<file path="config.mk">
export PLATFORM = sky130hd
export DESIGN_NAME = serial_port_regs
export DESIGN_NICKNAME = d
export VERILOG_FILES = /design/src/verilog/serial_port_regs.v
export VERILOG_INCLUDE_DIRS = /design/src /design/src/common
export SDC_FILE = /design/constraint.sdc
export NUM_CORES = 1
export LEC_CHECK = 0
export BUFFER_PORTS_ARGS = -buffer_cell sky130_fd_sc_hd__buf_4
export CORE_ASPECT_RATIO = 1.1
export CORE_UTILIZATION = 27
export DETAILED_ROUTE_END_ITERATION = 7
export GPL_TIMING_DRIVEN = 0
export PLACE_DENSITY = 0.48
export SYNTH_ARGS = -nofsm -noshare
export SYNTH_HDL_FRONTEND = slang
export SYNTH_SLANG_ARGS = --single-unit
</file>
<file path="constraint.sdc">
create_clock -name clk_sys_in -period 3.5 [get_ports clk_sys_in]
set_clock_uncertainty 0.1 [all_clocks]
set_input_delay 0.525 -clock clk_sys_in [delete_from_list [all_inputs] [get_ports clk_sys_in]]
set_output_delay 0.525 -clock clk_sys_in [all_outputs]
set_load 0.05 [all_outputs]
</file>
<file path="src/common/serial_port_map.vh">
// register map, field positions, reset values and timing for the serial port register bank
// assumes 32-bit word buses; register offsets are byte addresses, word aligned
`ifndef SERIAL_PORT_MAP_VH
`define SERIAL_PORT_MAP_VH

// ----------------------------------------------------------------
// configuration bus offsets (byte addresses)
// ----------------------------------------------------------------
`define OFS_RECEIVE_DATA     8'h00
`define OFS_TRANSMIT_DATA    8'h04
`define OFS_PORT_CTRL_STAT   8'h08

// ----------------------------------------------------------------
// data-port bus regions: address bit that selects the region
// ----------------------------------------------------------------
`define DP_REGION_BIT        12
`define DP_REGION_RX         1'b0
`define DP_REGION_TX         1'b1

// ----------------------------------------------------------------
// control/status field positions
// ----------------------------------------------------------------
`define CTL_RSVD_HI          31
`define CTL_RSVD_LO          26
`define CTL_FREE_BIT         25
`define CTL_SOFT_BIT         24
`define CTL_FSG_RST_BIT      23
`define CTL_GEN_RST_BIT      22
`define CTL_TX_INTERRUPT_MODE_HI         21
`define CTL_TX_INTERRUPT_MODE_LO         20
`define CTL_TX_SYNC_ERROR_BIT     19
`define CTL_TX_SHIFT_NONEMPTY_BIT       18
`define CTL_TX_READY_FLAG_BIT         17
`define CTL_TX_ENABLE_RESET_N_BIT         16

// ----------------------------------------------------------------
// interrupt mode codes and reset values
// ----------------------------------------------------------------
`define TX_INTERRUPT_MODE_RESERVED       2'h0
`define TX_INTERRUPT_MODE_END_FRAME      2'h1
`define TX_INTERRUPT_MODE_FRAME_SYNC     2'h2
`define TX_INTERRUPT_MODE_SYNC_ERR       2'h3
`define RESET_WORD           32'h0000_0000

// ----------------------------------------------------------------
// timing
// ----------------------------------------------------------------
`define CLK_PERIOD_NS        8
`define WORD_BITS            32

`endif

</file>
<file path="src/verilog/serial_port_regs.v">
// data, transmit and upper control/status registers of a buffered serial port,
// with a small transmit shifter, rate divider and frame-sync generator behind them.
// assumes all request inputs come from logic on clk_sys_in; rx words arrive from
// the receive engine on the same clock.
//
// Behaviour
// - data-port read anywhere in receive region returns receive data register
// - data-port write anywhere in transmit region acts as a transmit register write
// - receive data register holds a full 32-bit word, read-only, zero at reset
// - transmit register word moves into the transmit shift register for serialising
// - control bits 31..26 read zero and ignore writes
// - free-running bit set keeps serial clocks running during emulation halt
// - free and soft both clear: clock stops at once on halt, transfer abandoned
// - free clear, soft set: current transmission finishes, then the clock stops
// - soft bit is ignored whenever free bit is set
// - frame-sync reset bit low holds frame logic reset, no generated frame sync
// - frame-sync bit high: load counters, sync after frame period plus one clocks
// - rate generator held in reset while bit 22 low, else follows its settings
// - bits 21..20 pick transmit interrupt source: end of frame, sync, sync error
// - bit 19 reports sync error; writing one sets it while transmitter enabled or when the same write sets bit 16
// - every control register field clears to zero at reset
// - bit 18 reads one when the transmit shift register holds a word
// - bit 17 reads one when the transmitter can accept a new word
// - bit 16 low keeps transmitter disabled and in reset, high enables it
`timescale 1ns/1ps
`include "serial_port_map.vh"

module serial_port_regs #(
  parameter DIV_W = 8,                          // rate divider width
  parameter PER_W = 12                          // frame period width
) (
  // clock, reset, enable
  input  wire              clk_sys_in,
  input  wire              srst_in,
  input  wire              ce_in,
  // configuration bus
  input  wire              cfg_sel_in,
  input  wire              cfg_wr_in,
  input  wire [7:0]        cfg_addr_in,
  input  wire [31:0]       cfg_wdata_in,
  output reg  [31:0]       cfg_rdata_out,
  output reg               cfg_rvalid_out,
  // data-port bus
  input  wire              dp_sel_in,
  input  wire              dp_wr_in,
  input  wire [15:0]       dp_addr_in,
  input  wire [31:0]       dp_wdata_in,
  output reg  [31:0]       dp_rdata_out,
  output reg               dp_rvalid_out,
  output reg               dp_tx_ready_out,
  // receive engine
  input  wire              rx_word_valid_in,
  input  wire [31:0]       rx_word_in,
  // generator settings and emulation
  input  wire [DIV_W-1:0]  gen_div_in,
  input  wire [PER_W-1:0]  frame_period_in,
  input  wire              emu_halt_in,
  // serial side
  output reg               tx_bit_out,
  output reg               generator_clock_out,
  output reg               generated_frame_sync_out,
  output reg               tx_interrupt_out
);

  // ----------------------------------------------------------------
  // decode helpers
  // ----------------------------------------------------------------
  function is_cfg;
    input [7:0] addr;
    input [7:0] ofs;
    begin
      is_cfg = (addr == ofs);
    end
  endfunction

  // ----------------------------------------------------------------
  // control state
  // ----------------------------------------------------------------
  reg              free_q;
  reg              soft_q;
  reg              fsg_rst_n_q;
  reg              gen_rst_n_q;
  reg  [1:0]       tx_int_mode_q;
  reg              sync_err_q;
  reg              tx_en_q;
  reg  [31:0]      receive_data_reg_q;
  reg  [31:0]      transmit_data_reg_q;
  reg  [31:0]      fifo_mem_q [0:1];
  reg              fifo_wp_q;
  reg              fifo_rp_q;
  reg  [1:0]       fifo_cnt_q;
  reg  [31:0]      transmit_shift_reg_q;
  reg  [5:0]       bits_left_q;
  reg  [DIV_W-1:0] div_cnt_q;
  reg  [PER_W-1:0] per_cnt_q;
  reg              frame_end_q;

  wire cfg_wr = cfg_sel_in & cfg_wr_in;
  wire cfg_rd = cfg_sel_in & ~cfg_wr_in;
  wire dp_tx  = dp_addr_in[`DP_REGION_BIT] == `DP_REGION_TX;

  // tx write from either bus; both on one cycle keeps the data-port word
  wire cfg_tx_wr = cfg_wr & is_cfg(cfg_addr_in, `OFS_TRANSMIT_DATA);
  wire dp_tx_wr  = dp_sel_in & dp_wr_in & dp_tx;
  wire tx_wr     = cfg_tx_wr | dp_tx_wr;
  wire [31:0] tx_wdata = dp_tx_wr ? dp_wdata_in : cfg_wdata_in;
  wire ctl_wr    = cfg_wr & is_cfg(cfg_addr_in, `OFS_PORT_CTRL_STAT);

  // ----------------------------------------------------------------
  // serial clock gating and generator tick
  // ----------------------------------------------------------------
  wire shifting  = bits_left_q != 6'd0;
  // soft stop lets the word in flight finish; free overrides soft entirely
  wire clk_run   = free_q | ~emu_halt_in | (soft_q & shifting);
  wire gen_tick  = gen_rst_n_q & clk_run & (div_cnt_q == {DIV_W{1'b0}});
  wire fifo_full = fifo_cnt_q == 2'd2;
  wire fifo_has  = fifo_cnt_q != 2'd0;
  wire load_sr   = tx_en_q & fifo_has & ~shifting & gen_tick;
  wire fs_pulse  = fsg_rst_n_q & gen_tick & (per_cnt_q == {PER_W{1'b0}});
  // a frame sync arriving mid-word is a transmit sync error
  wire sync_evt  = tx_en_q & fs_pulse & shifting & (bits_left_q != 6'd1);
  wire push      = tx_wr & ~fifo_full & tx_en_q;
  // halt without soft or free abandons the word in flight
  wire abort     = emu_halt_in & ~free_q & ~soft_q;

  // ----------------------------------------------------------------
  // control register writes
  // ----------------------------------------------------------------
  always @(posedge clk_sys_in) begin
    if (srst_in) begin
      free_q        <= 1'b0;
      soft_q        <= 1'b0;
      fsg_rst_n_q   <= 1'b0;
      gen_rst_n_q   <= 1'b0;
      tx_int_mode_q <= `TX_INTERRUPT_MODE_RESERVED;
      tx_en_q       <= 1'b0;
    end else if (ce_in && ctl_wr) begin
      // bits 31..26 and 18..17 are not stored
      free_q        <= cfg_wdata_in[`CTL_FREE_BIT];
      soft_q        <= cfg_wdata_in[`CTL_SOFT_BIT];
      fsg_rst_n_q   <= cfg_wdata_in[`CTL_FSG_RST_BIT];
      gen_rst_n_q   <= cfg_wdata_in[`CTL_GEN_RST_BIT];
      tx_int_mode_q <= cfg_wdata_in[`CTL_TX_INTERRUPT_MODE_HI:`CTL_TX_INTERRUPT_MODE_LO];
      tx_en_q       <= cfg_wdata_in[`CTL_TX_ENABLE_RESET_N_BIT];
    end
  end

  // sync error: hardware set wins over a software clear in the same cycle
  always @(posedge clk_sys_in) begin
    if (srst_in) begin
      sync_err_q <= 1'b0;
    end else if (ce_in) begin
      if (sync_evt) begin
        sync_err_q <= 1'b1;
      end else if (ctl_wr) begin
        sync_err_q <= cfg_wdata_in[`CTL_TX_SYNC_ERROR_BIT] &
                      (tx_en_q | cfg_wdata_in[`CTL_TX_ENABLE_RESET_N_BIT] | ~cfg_wdata_in[`CTL_TX_SYNC_ERROR_BIT]);
      end
    end
  end

  // ----------------------------------------------------------------
  // receive data register
  // ----------------------------------------------------------------
  always @(posedge clk_sys_in) begin
    if (srst_in) begin
      receive_data_reg_q <= `RESET_WORD;
    end else if (ce_in && rx_word_valid_in) begin
      receive_data_reg_q <= rx_word_in;
    end
  end

  // ----------------------------------------------------------------
  // transmit register and two-entry buffer ahead of the shifter
  // ----------------------------------------------------------------
  // the buffer lets the bus post a second word while one is still shifting;
  // a write while full is dropped, so writers must watch the ready flag
  always @(posedge clk_sys_in) begin
    if (srst_in) begin
      transmit_data_reg_q <= `RESET_WORD;
      fifo_wp_q           <= 1'b0;
      fifo_rp_q           <= 1'b0;
      fifo_cnt_q          <= 2'd0;
      fifo_mem_q[0]       <= `RESET_WORD;
      fifo_mem_q[1]       <= `RESET_WORD;
    end else if (ce_in) begin
      if (!tx_en_q) begin
        fifo_wp_q  <= 1'b0;
        fifo_rp_q  <= 1'b0;
        fifo_cnt_q <= 2'd0;
      end else begin
        if (push) begin
          transmit_data_reg_q   <= tx_wdata;
          fifo_mem_q[fifo_wp_q] <= tx_wdata;
          fifo_wp_q             <= ~fifo_wp_q;
        end
        if (load_sr) begin
          fifo_rp_q <= ~fifo_rp_q;
        end
        fifo_cnt_q <= fifo_cnt_q + {1'b0, push} - {1'b0, load_sr};
      end
    end
  end

  // ----------------------------------------------------------------
  // transmit shift register
  // ----------------------------------------------------------------
  always @(posedge clk_sys_in) begin
    if (srst_in) begin
      transmit_shift_reg_q <= `RESET_WORD;
      bits_left_q          <= 6'd0;
      frame_end_q          <= 1'b0;
    end else if (ce_in) begin
      frame_end_q <= 1'b0;
      if (!tx_en_q || abort) begin
        bits_left_q <= 6'd0;
      end else if (load_sr) begin
        transmit_shift_reg_q <= fifo_mem_q[fifo_rp_q];
        bits_left_q          <= 6'd`WORD_BITS;
      end else if (gen_tick && shifting) begin
        transmit_shift_reg_q <= {transmit_shift_reg_q[30:0], 1'b0};
        bits_left_q          <= bits_left_q - 6'd1;
        frame_end_q          <= bits_left_q == 6'd1;
      end
    end
  end

  // ----------------------------------------------------------------
  // rate divider and frame-sync generator
  // ----------------------------------------------------------------
  always @(posedge clk_sys_in) begin
    if (srst_in) begin
      div_cnt_q <= {DIV_W{1'b0}};
      per_cnt_q <= {PER_W{1'b0}};
    end else if (ce_in) begin
      if (!gen_rst_n_q) begin
        div_cnt_q <= {DIV_W{1'b0}};
      end else if (clk_run) begin
        div_cnt_q <= (div_cnt_q == {DIV_W{1'b0}}) ? gen_div_in : div_cnt_q - 1'b1;
      end
      // counter reloads with the period while held, so the first sync
      // lands after period plus one generator clocks
      if (!fsg_rst_n_q) begin
        per_cnt_q <= frame_period_in;
      end else if (gen_tick) begin
        per_cnt_q <= (per_cnt_q == {PER_W{1'b0}}) ? frame_period_in : per_cnt_q - 1'b1;
      end
    end
  end

  // ----------------------------------------------------------------
  // serial outputs and interrupt
  // ----------------------------------------------------------------
  always @(posedge clk_sys_in) begin
    if (srst_in) begin
      tx_bit_out               <= 1'b0;
      generator_clock_out      <= 1'b0;
      generated_frame_sync_out <= 1'b0;
      tx_interrupt_out         <= 1'b0;
      dp_tx_ready_out          <= 1'b0;
    end else if (ce_in) begin
      tx_bit_out               <= shifting & transmit_shift_reg_q[31];
      generator_clock_out      <= gen_tick;
      generated_frame_sync_out <= fs_pulse;
      dp_tx_ready_out          <= tx_en_q & ~fifo_full;
      case (tx_int_mode_q)
        `TX_INTERRUPT_MODE_END_FRAME:  tx_interrupt_out <= frame_end_q;
        `TX_INTERRUPT_MODE_FRAME_SYNC: tx_interrupt_out <= fs_pulse;
        `TX_INTERRUPT_MODE_SYNC_ERR:   tx_interrupt_out <= sync_evt;
        default:           tx_interrupt_out <= 1'b0;
      endcase
    end
  end

  // ----------------------------------------------------------------
  // read paths
  // ----------------------------------------------------------------
  wire [31:0] ctl_word = {6'h00,
                          free_q, soft_q, fsg_rst_n_q, gen_rst_n_q,
                          tx_int_mode_q, sync_err_q,
                          shifting,
                          tx_en_q & ~fifo_full,
                          tx_en_q, 16'h0000};

  // unmapped config addresses read zero; reads answer one cycle later
  always @(posedge clk_sys_in) begin
    if (srst_in) begin
      cfg_rdata_out  <= `RESET_WORD;
      cfg_rvalid_out <= 1'b0;
      dp_rdata_out   <= `RESET_WORD;
      dp_rvalid_out  <= 1'b0;
    end else if (ce_in) begin
      cfg_rvalid_out <= cfg_rd;
      if (cfg_rd) begin
        if (is_cfg(cfg_addr_in, `OFS_RECEIVE_DATA)) begin
          cfg_rdata_out <= receive_data_reg_q;
        end else if (is_cfg(cfg_addr_in, `OFS_TRANSMIT_DATA)) begin
          cfg_rdata_out <= transmit_data_reg_q;
        end else if (is_cfg(cfg_addr_in, `OFS_PORT_CTRL_STAT)) begin
          cfg_rdata_out <= ctl_word;
        end else begin
          cfg_rdata_out <= `RESET_WORD;
        end
      end
      dp_rvalid_out <= dp_sel_in & ~dp_wr_in;
      if (dp_sel_in && !dp_wr_in) begin
        dp_rdata_out <= dp_tx ? `RESET_WORD : receive_data_reg_q;
      end
    end
  end

endmodule // serial_port_regs

</file>
* Word level (Yosys, flattened, before mapping) *
Memory sizes are Yosys's and may differ from the RTL's. A register that Yosys moved wholly into a read port is not among the register bits.
Cells that the tools add are included.

storage, ports and cells
  latch bits = 0
  memories = 1
  bits in read-only memories = 0
  flip-flop bits (word level) = 206
  input port bits = 149
  memory bits (writable) = 64
  output and inout bits = 71

operators by class
  add/subtract/negate cells = 5
  mux-type cells = 39
  equality and inequality tests = 12
  reduce and logical (&&, ||, !) cells = 26
  bitwise gates (word level) = 41
  $lt $le $gt $ge = 0
  $mul = 0
  divide/modulo/power cells = 0
  shifts and indexed selects = 0

memories
  name        depth  width  read ports  clocked after Yosys merged registers in  write ports  RTL line               source
  fifo_mem_q  2      32     1           1                                        2            serial_port_regs.v:88  reg [31:0] fifo_mem_q [0:1];

operators with widths
  cell                                                   number
  2-to-1 mux 32 bit                                      7
  2-to-1 mux 12 bit                                      3
  OR reduction 32 bit                                    1
  2-to-1 mux 26 bit                                      1
  bitwise AND 1 bit                                      25
  2-to-1 mux 8 bit                                       3
  2-to-1 mux 1 bit                                       20
  2-to-1 mux 6 bit                                       3
  zero test 8 bit                                        2
  AND reduction 2 bit                                    8
  zero test 12 bit                                       1
  subtractor 12 x 1 -> 12 bit, second input constant     1
  NOT 1 bit                                              11
  equality test 8 x 3 -> 1 bit, second input constant    1
  equality test 8 x 4 -> 1 bit, second input constant    1
  inequality test 2 x 1 -> 1 bit, second input constant  4
  subtractor 8 x 1 -> 8 bit, second input constant       1
  equality test 2 bit, second input constant             3
  equality test 6 x 1 -> 1 bit, second input constant    1
  inequality test 6 x 1 -> 1 bit, second input constant  1
  AND reduction 3 bit                                    2
  nonzero test 2 bit                                     3
  nonzero test 6 bit                                     1
  subtractor 6 x 1 -> 6 bit, second input constant       1
  other kinds (10)                                       18

* Longest topological paths before layout *
Gate-level depths: netlist of run 1.

  word-level depth = 12
  depth in mapped cells = 16
  mapped depth without buffers = 14

* Least setup slack after synthesis of run 1 *
Ideal clock, no wire load.

  path kind = input to register
  start point = input cfg_addr_in[7]
  end point = memory fifo_mem_q[0][0] (enable)
  arrival = 2.669 ns
  required time = 3.006 ns
  setup slack = 0.337 ns
  setup time = 0.394 ns
  stages on the path = 7
  cell sequence = nor4_1 -> and4b_1 -> clkbuf_1 -> a41o_1 -> buf_2 -> nand2_1 -> nand2b_1

RTL lines
  what                RTL line               source
  start: declaration  serial_port_regs.v:39  input wire [7:0] cfg_addr_in,
  end: declaration    serial_port_regs.v:88

* Worst setup path after layout of run 1 *
  start point = register div_cnt_q[1]
  end point = register fifo_cnt_q[1]

between the ends
  word-level cells in the longest chain between the ends = 5

ends and longest elaborated chain
  what                       RTL line                source
  start: declaration         serial_port_regs.v:94   reg [DIV_W-1:0] div_cnt_q;
  start signal: assignment   serial_port_regs.v:233  div_cnt_q <= {DIV_W{1'b0}};
  start signal: assignment   serial_port_regs.v:237  div_cnt_q <= {DIV_W{1'b0}};
  start signal: assignment   serial_port_regs.v:239  div_cnt_q <= (div_cnt_q == {DIV_W{1'b0}}) ? gen_div_in : div_cnt_q - 1'b1;
  zero test 8 bit            serial_port_regs.v:115  wire gen_tick = gen_rst_n_q & clk_run & (div_cnt_q == {DIV_W{1'b0}});
  bitwise AND 1 bit          serial_port_regs.v:115
  bitwise AND 1 bit          serial_port_regs.v:118  wire load_sr = tx_en_q & fifo_has & ~shifting & gen_tick;
  subtractor 2 x 1 -> 2 bit  serial_port_regs.v:200  fifo_cnt_q <= fifo_cnt_q + {1'b0, push} - {1'b0, load_sr};
  2-to-1 mux 2 bit           serial_port_regs.v:187  if (!tx_en_q) begin
  end signal: assignment     serial_port_regs.v:200
  end: declaration           serial_port_regs.v:91   reg [1:0] fifo_cnt_q;

Every way passes these cells.
A chain may end at the register's enable or synchronous reset.

==> metrics.txt, run 1 <==
Hold Crit Class=in -> reg; Critical Path, Cell by Cell=inv_1, ha_4, or4b_1, buf_2, or2_4, or4_4, clkinv_4, buf_12, ha_1, inv_1, ha_1, xnor2_1, nand2_1, nand2_1, a21oi_2, nor2_1; Tmin final=roughly 3.3 ns; Yosys cell types=between 60 and 70; Multi-input gate area=between 5000 and 6000 sq um; RR Startpoint=div_cnt_q[1]$_SDFFE_PP0P_; routed vias=9957; final setup vio count=0; hold wc startpoint=rx_word_in[6]; # diodes=0; RD Place Congestion=around 0.8; commonest non-fill, non-tap cell in the layout=dfxtp_1; final worst path period share=a little over nine tenths; Avg Vias per Cell=4.81; Max FO, Critical Path=10; CP Launch Type=flip-flop; pin count of the biggest net entering global routing=33; Design Area, Final=14800 sq um; hold_ws=0.115 ns; peak supply drop=about 0.00034 V; final wirelength=38800 um; power density over the cells=468 nW/um^2; RSZ-0062 raised after global routing=yes; antenna viol nets, final=0; WS Path Type=reg -> reg; Initial Util=27.5%; Tightest Pin Transition=between 0.9 and 1 ns; first-pass GRT wire length=about 59000 um; Crit path arrival time=about 3.7 ns; hold endpoint=receive_data_reg_q[6]$_SDFFE_PP0P_; DR DRC count=0; leak pwr=5.62 nW; die height=220 um; Core Area=42400 sq um; async set or reset register ratio after synthesis=0%; fill cell count=about 4400; PortBufs=201; placed inst area=13900 sq um; final hold vios=0; Max Cap Viol=0; Max stage delay cell, worst path=or4_4; Wirelength per Cell=18.7 um; share of cells above drive strength 1=19.7%; remaining global-route overflow=0; DPL Wire Length=about 29000 um; Power Total=0.00695 W; Initial DRC Count=566; EDFF count, synth=between 60 and 70; boundary pin count=220; Hold-fix buffers, CTS=0; Rel. slew slack=37.3%; status=complete, no violations; Final Max Slew Viols=0; most frequent cells in the layout=dfxtp_1 (207), buf_4 (201), nor2_1 (197); antenna violations before repair=0; register area share after synthesis=a little over half; area added between synthesis and finish=27.3%; GRT Total Usage=17.6%; Switch Pwr=0.00169 W; Hold Crit Depth=3; sequential cell area=6070 sq um; Syn Inst Count=1249; main flop type after synthesis=dfxtp_1; Worst Setup End Kind=flip-flop; Die X=~200 um; combinational power share=under 10%; Syn Nets=1404; std cell rows=79; clock latency on the worst-skew pair=0.55 ns; Mean Syn Cell Area=between 9 and 10 sq um; buffer levels on the longest clock path=3; CTS Buf Count=29; CTS tree=done; Net Sw Frac=24.4%; clock power share=a little over two fifths; YS warnings=0; Reg2Reg Depth=16; Post-layout nets=~1600; fmax=0.299 GHz; Placed Instances=~2000; # clock sinks=271; crit-path max cell delay=0.46 ns; 1st-pass router iterations=5; H-tree depth=1; Non-Filler Instances=2071; Clock Pin Slew Worst Setup and Hold Paths=~0.060 ns; worst r2r dst=fifo_cnt_q[1]$_SDFFE_PP0P_; critical path required time=3.81 ns; Mapped Area=roughly 12000 sq um; vias in the first global route=9874; root buffer cell=clkbuf_16; sequential share of power=between 40% and 50%; Die ar.=around 44000 sq um; synthesized flop and latch total=271; worst reg2reg setup slack=roughly 0.16 ns; P_int=0.00525 W
[cells in the mapped netlist, types with 4 or more instances]
cell	count	area (sq um)
dfxtp_1	207	4140
nand4_1	5	31.3
a21o_1	4	30.0
nor2b_1	5	31.3
a21oi_1	101	505
o21ai_0	24	120
nor3_1	37	185
nor3b_1	33	248
inv_1	15	56.3
nand2b_1	4	25.0
and3_1	6	37.5
nand2_1	143	537
buf_1	8	30.0
mux2i_1	71	711
a221oi_1	30	263
or4_1	5	37.5
nor2_1	197	739
mux2_2	33	372
clkbuf_1	78	293
edfxtp_1	64	1920
ha_1	6	75.1
nand3_1	11	55.1
a211oi_1	45	338
a311oi_1	4	35.0
o21ai_1	31	155
o31ai_1	4	30.0
and2_1	6	37.5
buf_2	6	30.0
a31oi_1	4	25.0
nor4_1	5	31.3
[through the flow]
stage / TNS (ns) / util (%) / setup slack (ns)
6_report: 0 / 35.0 / 0.159
5_1_grt: -0.0350 / 35.0 / -0.0350
4_1_cts: 0 / 34.9 / 0.00320
3_5_place_dp: -21.19 / 32.7 / -0.481
3_3_place_gp: -56.83 / 32.7 / -1.03
2_1_floorplan: 0 / - / 0.337
[timing repair]
item                       CTS  global route
setup endpoints to repair    1            33
setup buffers                0             0
resized for setup            1             6
hold endpoints to repair     0             0
[how the worst max path moves through the flow]
stage	start	to	cells after the start
2_1_floorplan	cfg_addr_in[7]	fifo_mem_q[0][0]$_SDFFCE_PN0P_	7
4_1_cts	div_cnt_q[0]$_SDFFE_PP0P_	fifo_cnt_q[1]$_SDFFE_PP0P_	16
3_5_place_dp	cfg_addr_in[7]	fifo_mem_q[0][13]$_SDFFCE_PN0P_	8
5_1_grt	div_cnt_q[0]$_SDFFE_PP0P_	fifo_cnt_q[1]$_SDFFE_PP0P_	16
6_report	div_cnt_q[1]$_SDFFE_PP0P_	fifo_cnt_q[1]$_SDFFE_PP0P_	16
3_3_place_gp	cfg_addr_in[7]	fifo_mem_q[0][13]$_SDFFCE_PN0P_	8
[metal layers]
layer	GRT usage, %	routed length, um	up-vias
met5	0	0	-
met4	4.25	804	0
met3	2.86	1990	55
met2	29.8	18600	259
met1	23.1	17400	4718
li1	-	-	4925
[registers in the layout, indices dropped and copies added (netlist names), 2 cells and up, named ones only]
name and flops:
fifo_cnt_q 2, transmit_data_reg_q 32, div_cnt_q 8, receive_data_reg_q 32
per_cnt_q 12, cfg_rdata_out 32, bits_left_q 6, dp_rdata_out 32
transmit_shift_reg_q 32, fifo_mem_q 64, tx_int_mode_q 2
[cell type report]
type,instances,share of cell area (%)
sequential,271,40.9
multi-input combinational,867,34.7
timing repair buffer,201,10.2
clock buffer,44,5.82
tap,567,4.78
buffer,95,2.78
clock inverter,10,0.472
inverter,16,0.438
[kinds of logic after synthesis]
family	after synthesis	share of synthesized area, %
compound gates	277	15.1
xor+xnor	2	0.150
fa+ha+maj	6	0.644
buf+inv	111	4.07
flops	271	52.0
mux	104	9.29
simple gates	478	18.7
[power by group through the flow]
stage | logic [W] | registers, W | clock network (W)
3_5_place_dp | 0.000603 | 0.00338 | 0
5_1_grt | 0.000647 | 0.00332 | 0.00321
3_3_place_gp | 0.000601 | 0.00338 | 0
6_report | 0.000598 | 0.00332 | 0.00303
4_1_cts | 0.000605 | 0.00332 | 0.00309
2_1_floorplan | 0.000243 | 0.00344 | 0
[worst max-delay path, delay by kind of cell, from the launching register on]
family	cells	cell delay (ns)
xor gates and xnor gates	1	0.08
buffers and inverters	5	0.61
DFF	1	0.35
and+or+nand+nor	6	1.36
AOI/OAI and AO/OA	1	0.17
adders and majority gates	3	0.52
Power figures use the tool's default switching activity.
==> run 2, diff against run 1 <==
- ABC_AREA: unset -> 1
==> metrics.txt, run 2 <==
synth top area cells=dfxtp_1 (35%), edfxtp_1 (16%), nand2_1 (8.5%) (was dfxtp_1 (36%), edfxtp_1 (16%), nor2_1 (6.3%)); Core Area=43300 sq um (was 42400 sq um); Crit path arrival time=3.14 ns (was 3.65 ns); adder-cell area share of the yosys netlist=0.632% (was 0.644%); async set or reset register ratio after synthesis=0% (unchanged); buffer levels on the longest clock path=3 (unchanged); setup TNS=0 ns (unchanged); CP Launch Type=flip-flop (unchanged); critical path required time=3.67 ns (was 3.81 ns); Max stage delay cell, worst path=o21ai_4 (was or4_4); Initial DRC Count=614 (was 566); clock power share=44.1% (was 43.6%); CTS Buf Count=29 (unchanged); Worst Setup End Kind=flip-flop (unchanged); 1st-pass router iterations=5 (unchanged); Final Max Slew Viols=0 (unchanged); Critical Path, Cell by Cell=buf_2, nand2_1, a21oi_1, nand2_1, buf_2, buf_2, o21ai_4, buf_16 (was inv_1, ha_4, or4b_1, buf_2, or2_4, or4_4, clkinv_4, buf_12, ha_1, inv_1, ha_1, xnor2_1, nand2_1, nand2_1, a21oi_2, nor2_1); combinational power share=8.7% (was 8.6%); Tmin final=2.97 ns (was 3.34 ns); Avg Vias per Cell=4.60 (was 4.81); Tightest Pin Transition=0.840 ns (was 0.934 ns); Max Cap Viol=0 (unchanged); Clock Pin Slew Worst Setup and Hold Paths=0.07 ns (was 0.06 ns); area added between synthesis and finish=27.2% (was 27.3%); status=complete, no violations (unchanged); Final WS setup=0.527 ns (was 0.159 ns); register area share after synthesis=51.1% (was 52.0%); Post-CTS Setup Inserts=0 (unchanged); YS warnings=0 (unchanged); fmax=0.336 GHz (was 0.299 GHz); std cell rows=80 (was 79); Yosys cell types=40 (was 62); # clock sinks=271 (unchanged); Wirelength per Cell=17.3 um (was 18.7 um); RSZ-0062 raised after global routing=no (was yes); Switch Pwr=0.00175 W (was 0.00169 W); commonest non-fill, non-tap cell in the layout=nand2_1 (was dfxtp_1); Hold-fix buffers, CTS=0 (unchanged); Syn Inst Count=1460 (was 1249); crit-path max cell delay=0.52 ns (was 0.46 ns); peak supply drop=0.000353 V (was 0.000337 V); routed vias=10600 (was 9957); GRT Total Usage=17.4% (was 17.6%); remaining global-route overflow=0 (unchanged); power density over the cells=468 nW/um^2 (about the same); root buffer cell=clkbuf_16 (unchanged); main flop type after synthesis=dfxtp_1 (unchanged); sequential cell area=6070 sq um (unchanged); first-pass GRT wire length=60700 um (was 59000 um); leak pwr=5.99 nW (was 5.62 nW); Non-Filler Instances=2292 (was 2071); fill cell count=4538 (was 4401); Die ar.=44800 sq um (was 44000 sq um); largest reg by FF count=fifo_mem_q (unchanged); PortBufs=203 (was 201); hold_ws=0.109 ns (was 0.115 ns); DPL Wire Length=30300 um (was 29400 um); vias in the first global route=10500 (was 9874); H-tree depth=1 (unchanged); Max FO, Critical Path=18 (was 10); post_cts resized=0 (was 1); boundary pin count=220 (unchanged); WS Path Type=reg -> reg (unchanged); final hold vios=0 (unchanged); Rel. slew slack=43.6% (was 37.3%); CTS tree=done (unchanged); # diodes=0 (unchanged); die height=222 um (was 220 um); leading area contributor after synthesis=dfxtp_1 (unchanged); Commonest cells post-synth=nand2_1 (268), nor2_1 (231), dfxtp_1 (207) (was dfxtp_1 (207), nor2_1 (197), nand2_1 (143)); post-synthesis mux area share=5.71% (was 9.29%); Die X=202 um (was 200 um); Mean Syn Cell Area=8.13 sq um (was 9.33 sq um); final worst path period share=84.9% (was 95.5%); Setup WS pre-CTS=0.217 ns (was -0.481 ns); Syn Nets=1615 (was 1404); Hold Crit Class=in -> reg (unchanged); post-synthesis compound-gate area fraction=14.7% (was 15.1%); post-synthesis xor/xnor area fraction=0.812% (was 0.150%); antenna viol nets, final=0 (unchanged); Multi-input gate area=5130 sq um (was 5140 sq um); simple logic cell fraction of the synthesized area=21.2% (was 18.7%); pin count of the biggest net entering global routing=33 (unchanged); Placed Instances=2238 (was 2017); main combinational cell family by area after synthesis=simple AND/OR/NAND/NOR gates (unchanged); most frequent cells in the layout=nand2_1 (267), nor2_1 (231), buf_4 (207), dfxtp_1 (207), a21oi_1 (136) (was dfxtp_1 (207), buf_4 (201), nor2_1 (197)); post-layout util=34.8% (was 35.0%); EDFF count, synth=64 (unchanged); max FFs per register=64 (unchanged); Synth top area share=34.9% (was 35.6%); clock latency on the worst-skew pair=0.57 ns (was 0.55 ns); Post-layout nets=1850 (was 1636); Net Sw Frac=24.7% (was 24.4%); sequential share of power=47.2% (was 47.7%); P_int=0.00532 W (was 0.00525 W); count leader, synth=nand2_1 (was dfxtp_1); Mapped Area=11900 sq um (was 11700 sq um); antenna violations before repair=0 (unchanged); share of cells above drive strength 1=19.4% (was 19.7%); Initial Util=27.4% (was 27.5%); final setup vio count=0 (unchanged); DR DRC count=0 (unchanged); synthesized flop and latch total=271 (unchanged); RD Place Congestion=0.834 (was 0.823); final wirelength=39700 um (was 38800 um); crit-path most repeated cell=buf_2
[run 2: cell type report]
class                           count  area share [%]
Timing Repair Buffer              204            10.3
Sequential cell                   271            40.2
Clock buffer                       40            5.28
Multi-Input combinational cell   1023            34.0
Tap cell                          574            4.76
Clock inverter                     14           0.986
Inverter                           74            1.84
Buffer                             92            2.70
[run 2: layer usage]
metal	vias up	GRT usage (%)	routed length, um
li1	5375	-	-
met1	4892	22.9	18300
met2	235	29.5	18900
met3	49	2.19	1680
met4	0	5.33	955
met5	-	0	0
[run 2: kinds of logic after synthesis]
logic type,after synthesis
AO/OA/AOI/OAI,326
XOR/XNOR,11
adder cells (fa/ha/maj),6
buffers and inverters,166
flip-flops,271
multiplexers,64
AND/OR/NAND/NOR,616
[run 2: power groups by stage]
stage / Sequential, W / Clock, W / Combinational [W]
floorplan: 0.00346 / 0 / 0.000253
global placement: 0.00340 / 0 / 0.000611
detailed placement: 0.00340 / 0 / 0.000617
CTS: 0.00333 / 0.00318 / 0.000620
global route: 0.00334 / 0.00332 / 0.000665
finish: 0.00333 / 0.00312 / 0.000614
[run 2: worst max-delay path: cells and delay by family, from the launching register on]
kind,cells,cell delay (ns)
compound gates,2,1.03
simple gates,2,0.33
buf+inv,4,0.90
flops,1,0.30
[run 2: through the flow]
| stage | power [W] | area, sq um |
|---|---|---|
| 3_3_place_gp | 0.00401 | 14100 |
| 5_1_grt | 0.00733 | 15100 |
| 3_5_place_dp | 0.00402 | 14200 |
| 2_1_floorplan | 0.00372 | 11900 |
| 6_report | 0.00707 | 15100 |
| 4_1_cts | 0.00714 | 15100 |
[run 2: path summary, 6_finish.rpt]
path                          start                             endpoint  slack (ns)  depth (start not counted)
max            tx_en_q$_SDFFE_PP0P_      fifo_mem_q[1][26]$_SDFFCE_PN0P_        0.53                          8
min                  rx_word_in[14]  receive_data_reg_q[14]$_SDFFE_PP0P_        0.11                          3
max reg2reg    tx_en_q$_SDFFE_PP0P_      fifo_mem_q[1][26]$_SDFFCE_PN0P_        0.53                          8
min reg2reg  fifo_rp_q$_SDFFE_PP0P_                            flip-flop        0.35                          1
==> run 3, diff against run 2 <==
- clock period: 3.5 -> 3 ns (I/O delays scaled with it)
==> metrics.txt, run 3 (synthesis results as in run 2) <==
Tightest Pin Transition=0.857 ns (was 0.840 ns); peak supply drop=0.000412 V (was 0.000353 V); commonest non-fill, non-tap cell in the layout=nand2_1 (unchanged); Tmin final=2.77 ns (was 2.97 ns); final wirelength=39700 um (about the same); Setup WS pre-CTS=-0.208 ns (was 0.217 ns); Wirelength per Cell=17.3 um (about the same); Crit path arrival time=2.93 ns (was 3.14 ns); fmax=0.362 GHz (was 0.336 GHz); vias in the first global route=10500 (unchanged); Hold Crit Depth=3 (unchanged); worst reg2reg setup slack=0.23 ns (was 0.53 ns); DPL Wire Length=30300 um (unchanged); most frequent cells in the layout=nand2_1 (267), nor2_1 (231), buf_4 (207), dfxtp_1 (207), a21oi_1 (135) (was nand2_1 (267), nor2_1 (231), buf_4 (207), dfxtp_1 (207), a21oi_1 (136)); Worst Setup End Kind=flip-flop (unchanged); CTS Buf Count=29 (unchanged); metal2 WL=18800 um (was 18900 um); Clock Pin Slew Worst Setup and Hold Paths=0.07 ns (about the same); Final WS setup=0.234 ns (was 0.527 ns); Avg Vias per Cell=4.60 (about the same); RD Place Congestion=0.834 (unchanged); Die ar.=44800 sq um (unchanged); Initial DRC Count=613 (was 614); H-tree depth=1 (unchanged); area added between synthesis and finish=27.2% (about the same); CP Launch Type=flip-flop (unchanged); status=complete, no violations (unchanged); met3 wire len=1750 um (was 1680 um); die height=222 um (unchanged); Hold-fix buffers, CTS=0 (unchanged); WS Path Type=reg -> reg (unchanged); largest reg by FF count=fifo_mem_q (unchanged); # diodes=0 (unchanged); leak pwr=5.99 nW (about the same); worst r2r dst=fifo_mem_q[1][26]$_SDFFCE_PN0P_ (unchanged); Final Max Slew Viols=0 (unchanged); pin count of the biggest net entering global routing=33 (unchanged); routed vias=10600 (about the same); final worst path period share=92.2% (was 84.9%); Die X=202 um (unchanged); final hold vios=0 (unchanged); share of cells above drive strength 1=19.5% (was 19.4%); Rel. slew slack=42.9% (was 43.6%); Reg2Reg Depth=8 (unchanged); max FFs per register=64 (unchanged); Initial Util=27.4% (unchanged); final setup vio count=0 (unchanged); std cell rows=80 (unchanged); Core Area=43300 sq um (unchanged); RR Startpoint=tx_en_q$_SDFFE_PP0P_ (unchanged); DR DRC count=0 (unchanged); RSZ-0062 raised after global routing=no (unchanged); boundary pin count=220 (unchanged); Max Cap Viol=0 (unchanged); clock latency on the worst-skew pair=0.57 ns (about the same); hold wc startpoint=rx_word_in[14] (unchanged); Power Total=0.00824 W (was 0.00707 W); Top Layer Used=met4 (unchanged); PortBufs=203 (unchanged); Max FO, Critical Path=18 (unchanged); # clock sinks=271 (unchanged); power density over the cells=546 nW/um^2 (was 468 nW/um^2); root buffer cell=clkbuf_16 (unchanged); GRT Total Usage=17.4% (unchanged); remaining global-route overflow=0 (unchanged); hold endpoint=receive_data_reg_q[14]$_SDFFE_PP0P_ (unchanged); antenna violations before repair=0 (unchanged); Post-layout nets=1850 (unchanged); Hold Crit Class=in -> reg (unchanged); buffer levels on the longest clock path=3 (unchanged); critical path required time=3.16 ns (was 3.67 ns); first-pass GRT wire length=60700 um (unchanged); setup TNS=0 ns (unchanged); Met1 Wirelength=18200 um (was 18300 um); CTS tree=done (unchanged); 1st-pass router iterations=5 (unchanged); antenna viol nets, final=0 (unchanged)
## run 3: changes by cell type in the layout (fill, tap and decap cells not counted)
cell / change
a21oi_1: -1
a21oi_2: +1
## run 3: repair_timing
item / 4_1_cts / 5_1_grt
setup endpoints to repair: 0 / 18
gates resized for setup: 0 / 1
setup buffers: 0 / 0
hold endpoints to repair: 0 / 0
## run 3: stage by stage
step                      cell area [sq um]  instances  utilization [%]  hold WS, ns
after floorplan                       11900       1460                -        0.312
after global placement                14100       2237             32.6        0.332
after detailed placement              14200       2238             32.7        0.346
after CTS                             15100       2292             34.8       0.0106
after global routing                  15100       2292             34.8       0.0410
final                                 15100       2292             34.8       0.0343
## run 3: layout make-up
cell class                      count  area (sq um)
Buffer                             92           408
Clock buffer                       40           797
Clock inverter                     14           149
Fill cell                        4536         28200
Inverter                           74           278
Multi-Input combinational cell   1023          5140
Sequential cell                   271          6070
Tap cell                          574           718
Timing Repair Buffer              204          1550
## run 3: routing by layer
metal  GRT usage (%)  up-vias
li1                -     5369
met1            22.9     4886
met2            29.5      246
met3            2.19       49
met4            5.33        0
met5               0        -
## run 3: worst max-delay path: stages, from the launching register on
cell and delay (ns):
dfxtp_1 0.30, buf_2 0.23, nand2_1 0.17, a21oi_2 0.33, nand2_1 0.14, buf_2 0.20, buf_2 0.22, o21ai_4 0.52
buf_16 0.24
## run 3: report_power, final
group / switching [W] / total [W] / internal, W
clock: 0.00153 / 0.00364 / 0.00211
sequential: 0.0000653 / 0.00389 / 0.00383
combinational: 0.000442 / 0.000715 / 0.000273
total: 0.00204 / 0.00824 / 0.00621
## run 3: worst max-delay path by stage
stage,start,end,slack [ns]
after floorplan,cfg_addr_in[1],fifo_mem_q[1][0]$_SDFFCE_PN0P_,0.18
after global placement,cfg_addr_in[1],fifo_mem_q[1][8]$_SDFFCE_PN0P_,-0.90
after detailed placement,srst_in,fifo_mem_q[0][8]$_SDFFCE_PN0P_,-0.21
after CTS,tx_en_q$_SDFFE_PP0P_,fifo_mem_q[1][21]$_SDFFCE_PN0P_,0.02
after global routing,tx_en_q$_SDFFE_PP0P_,fifo_mem_q[1][26]$_SDFFCE_PN0P_,0.07
final,tx_en_q$_SDFFE_PP0P_,fifo_mem_q[1][26]$_SDFFCE_PN0P_,0.23
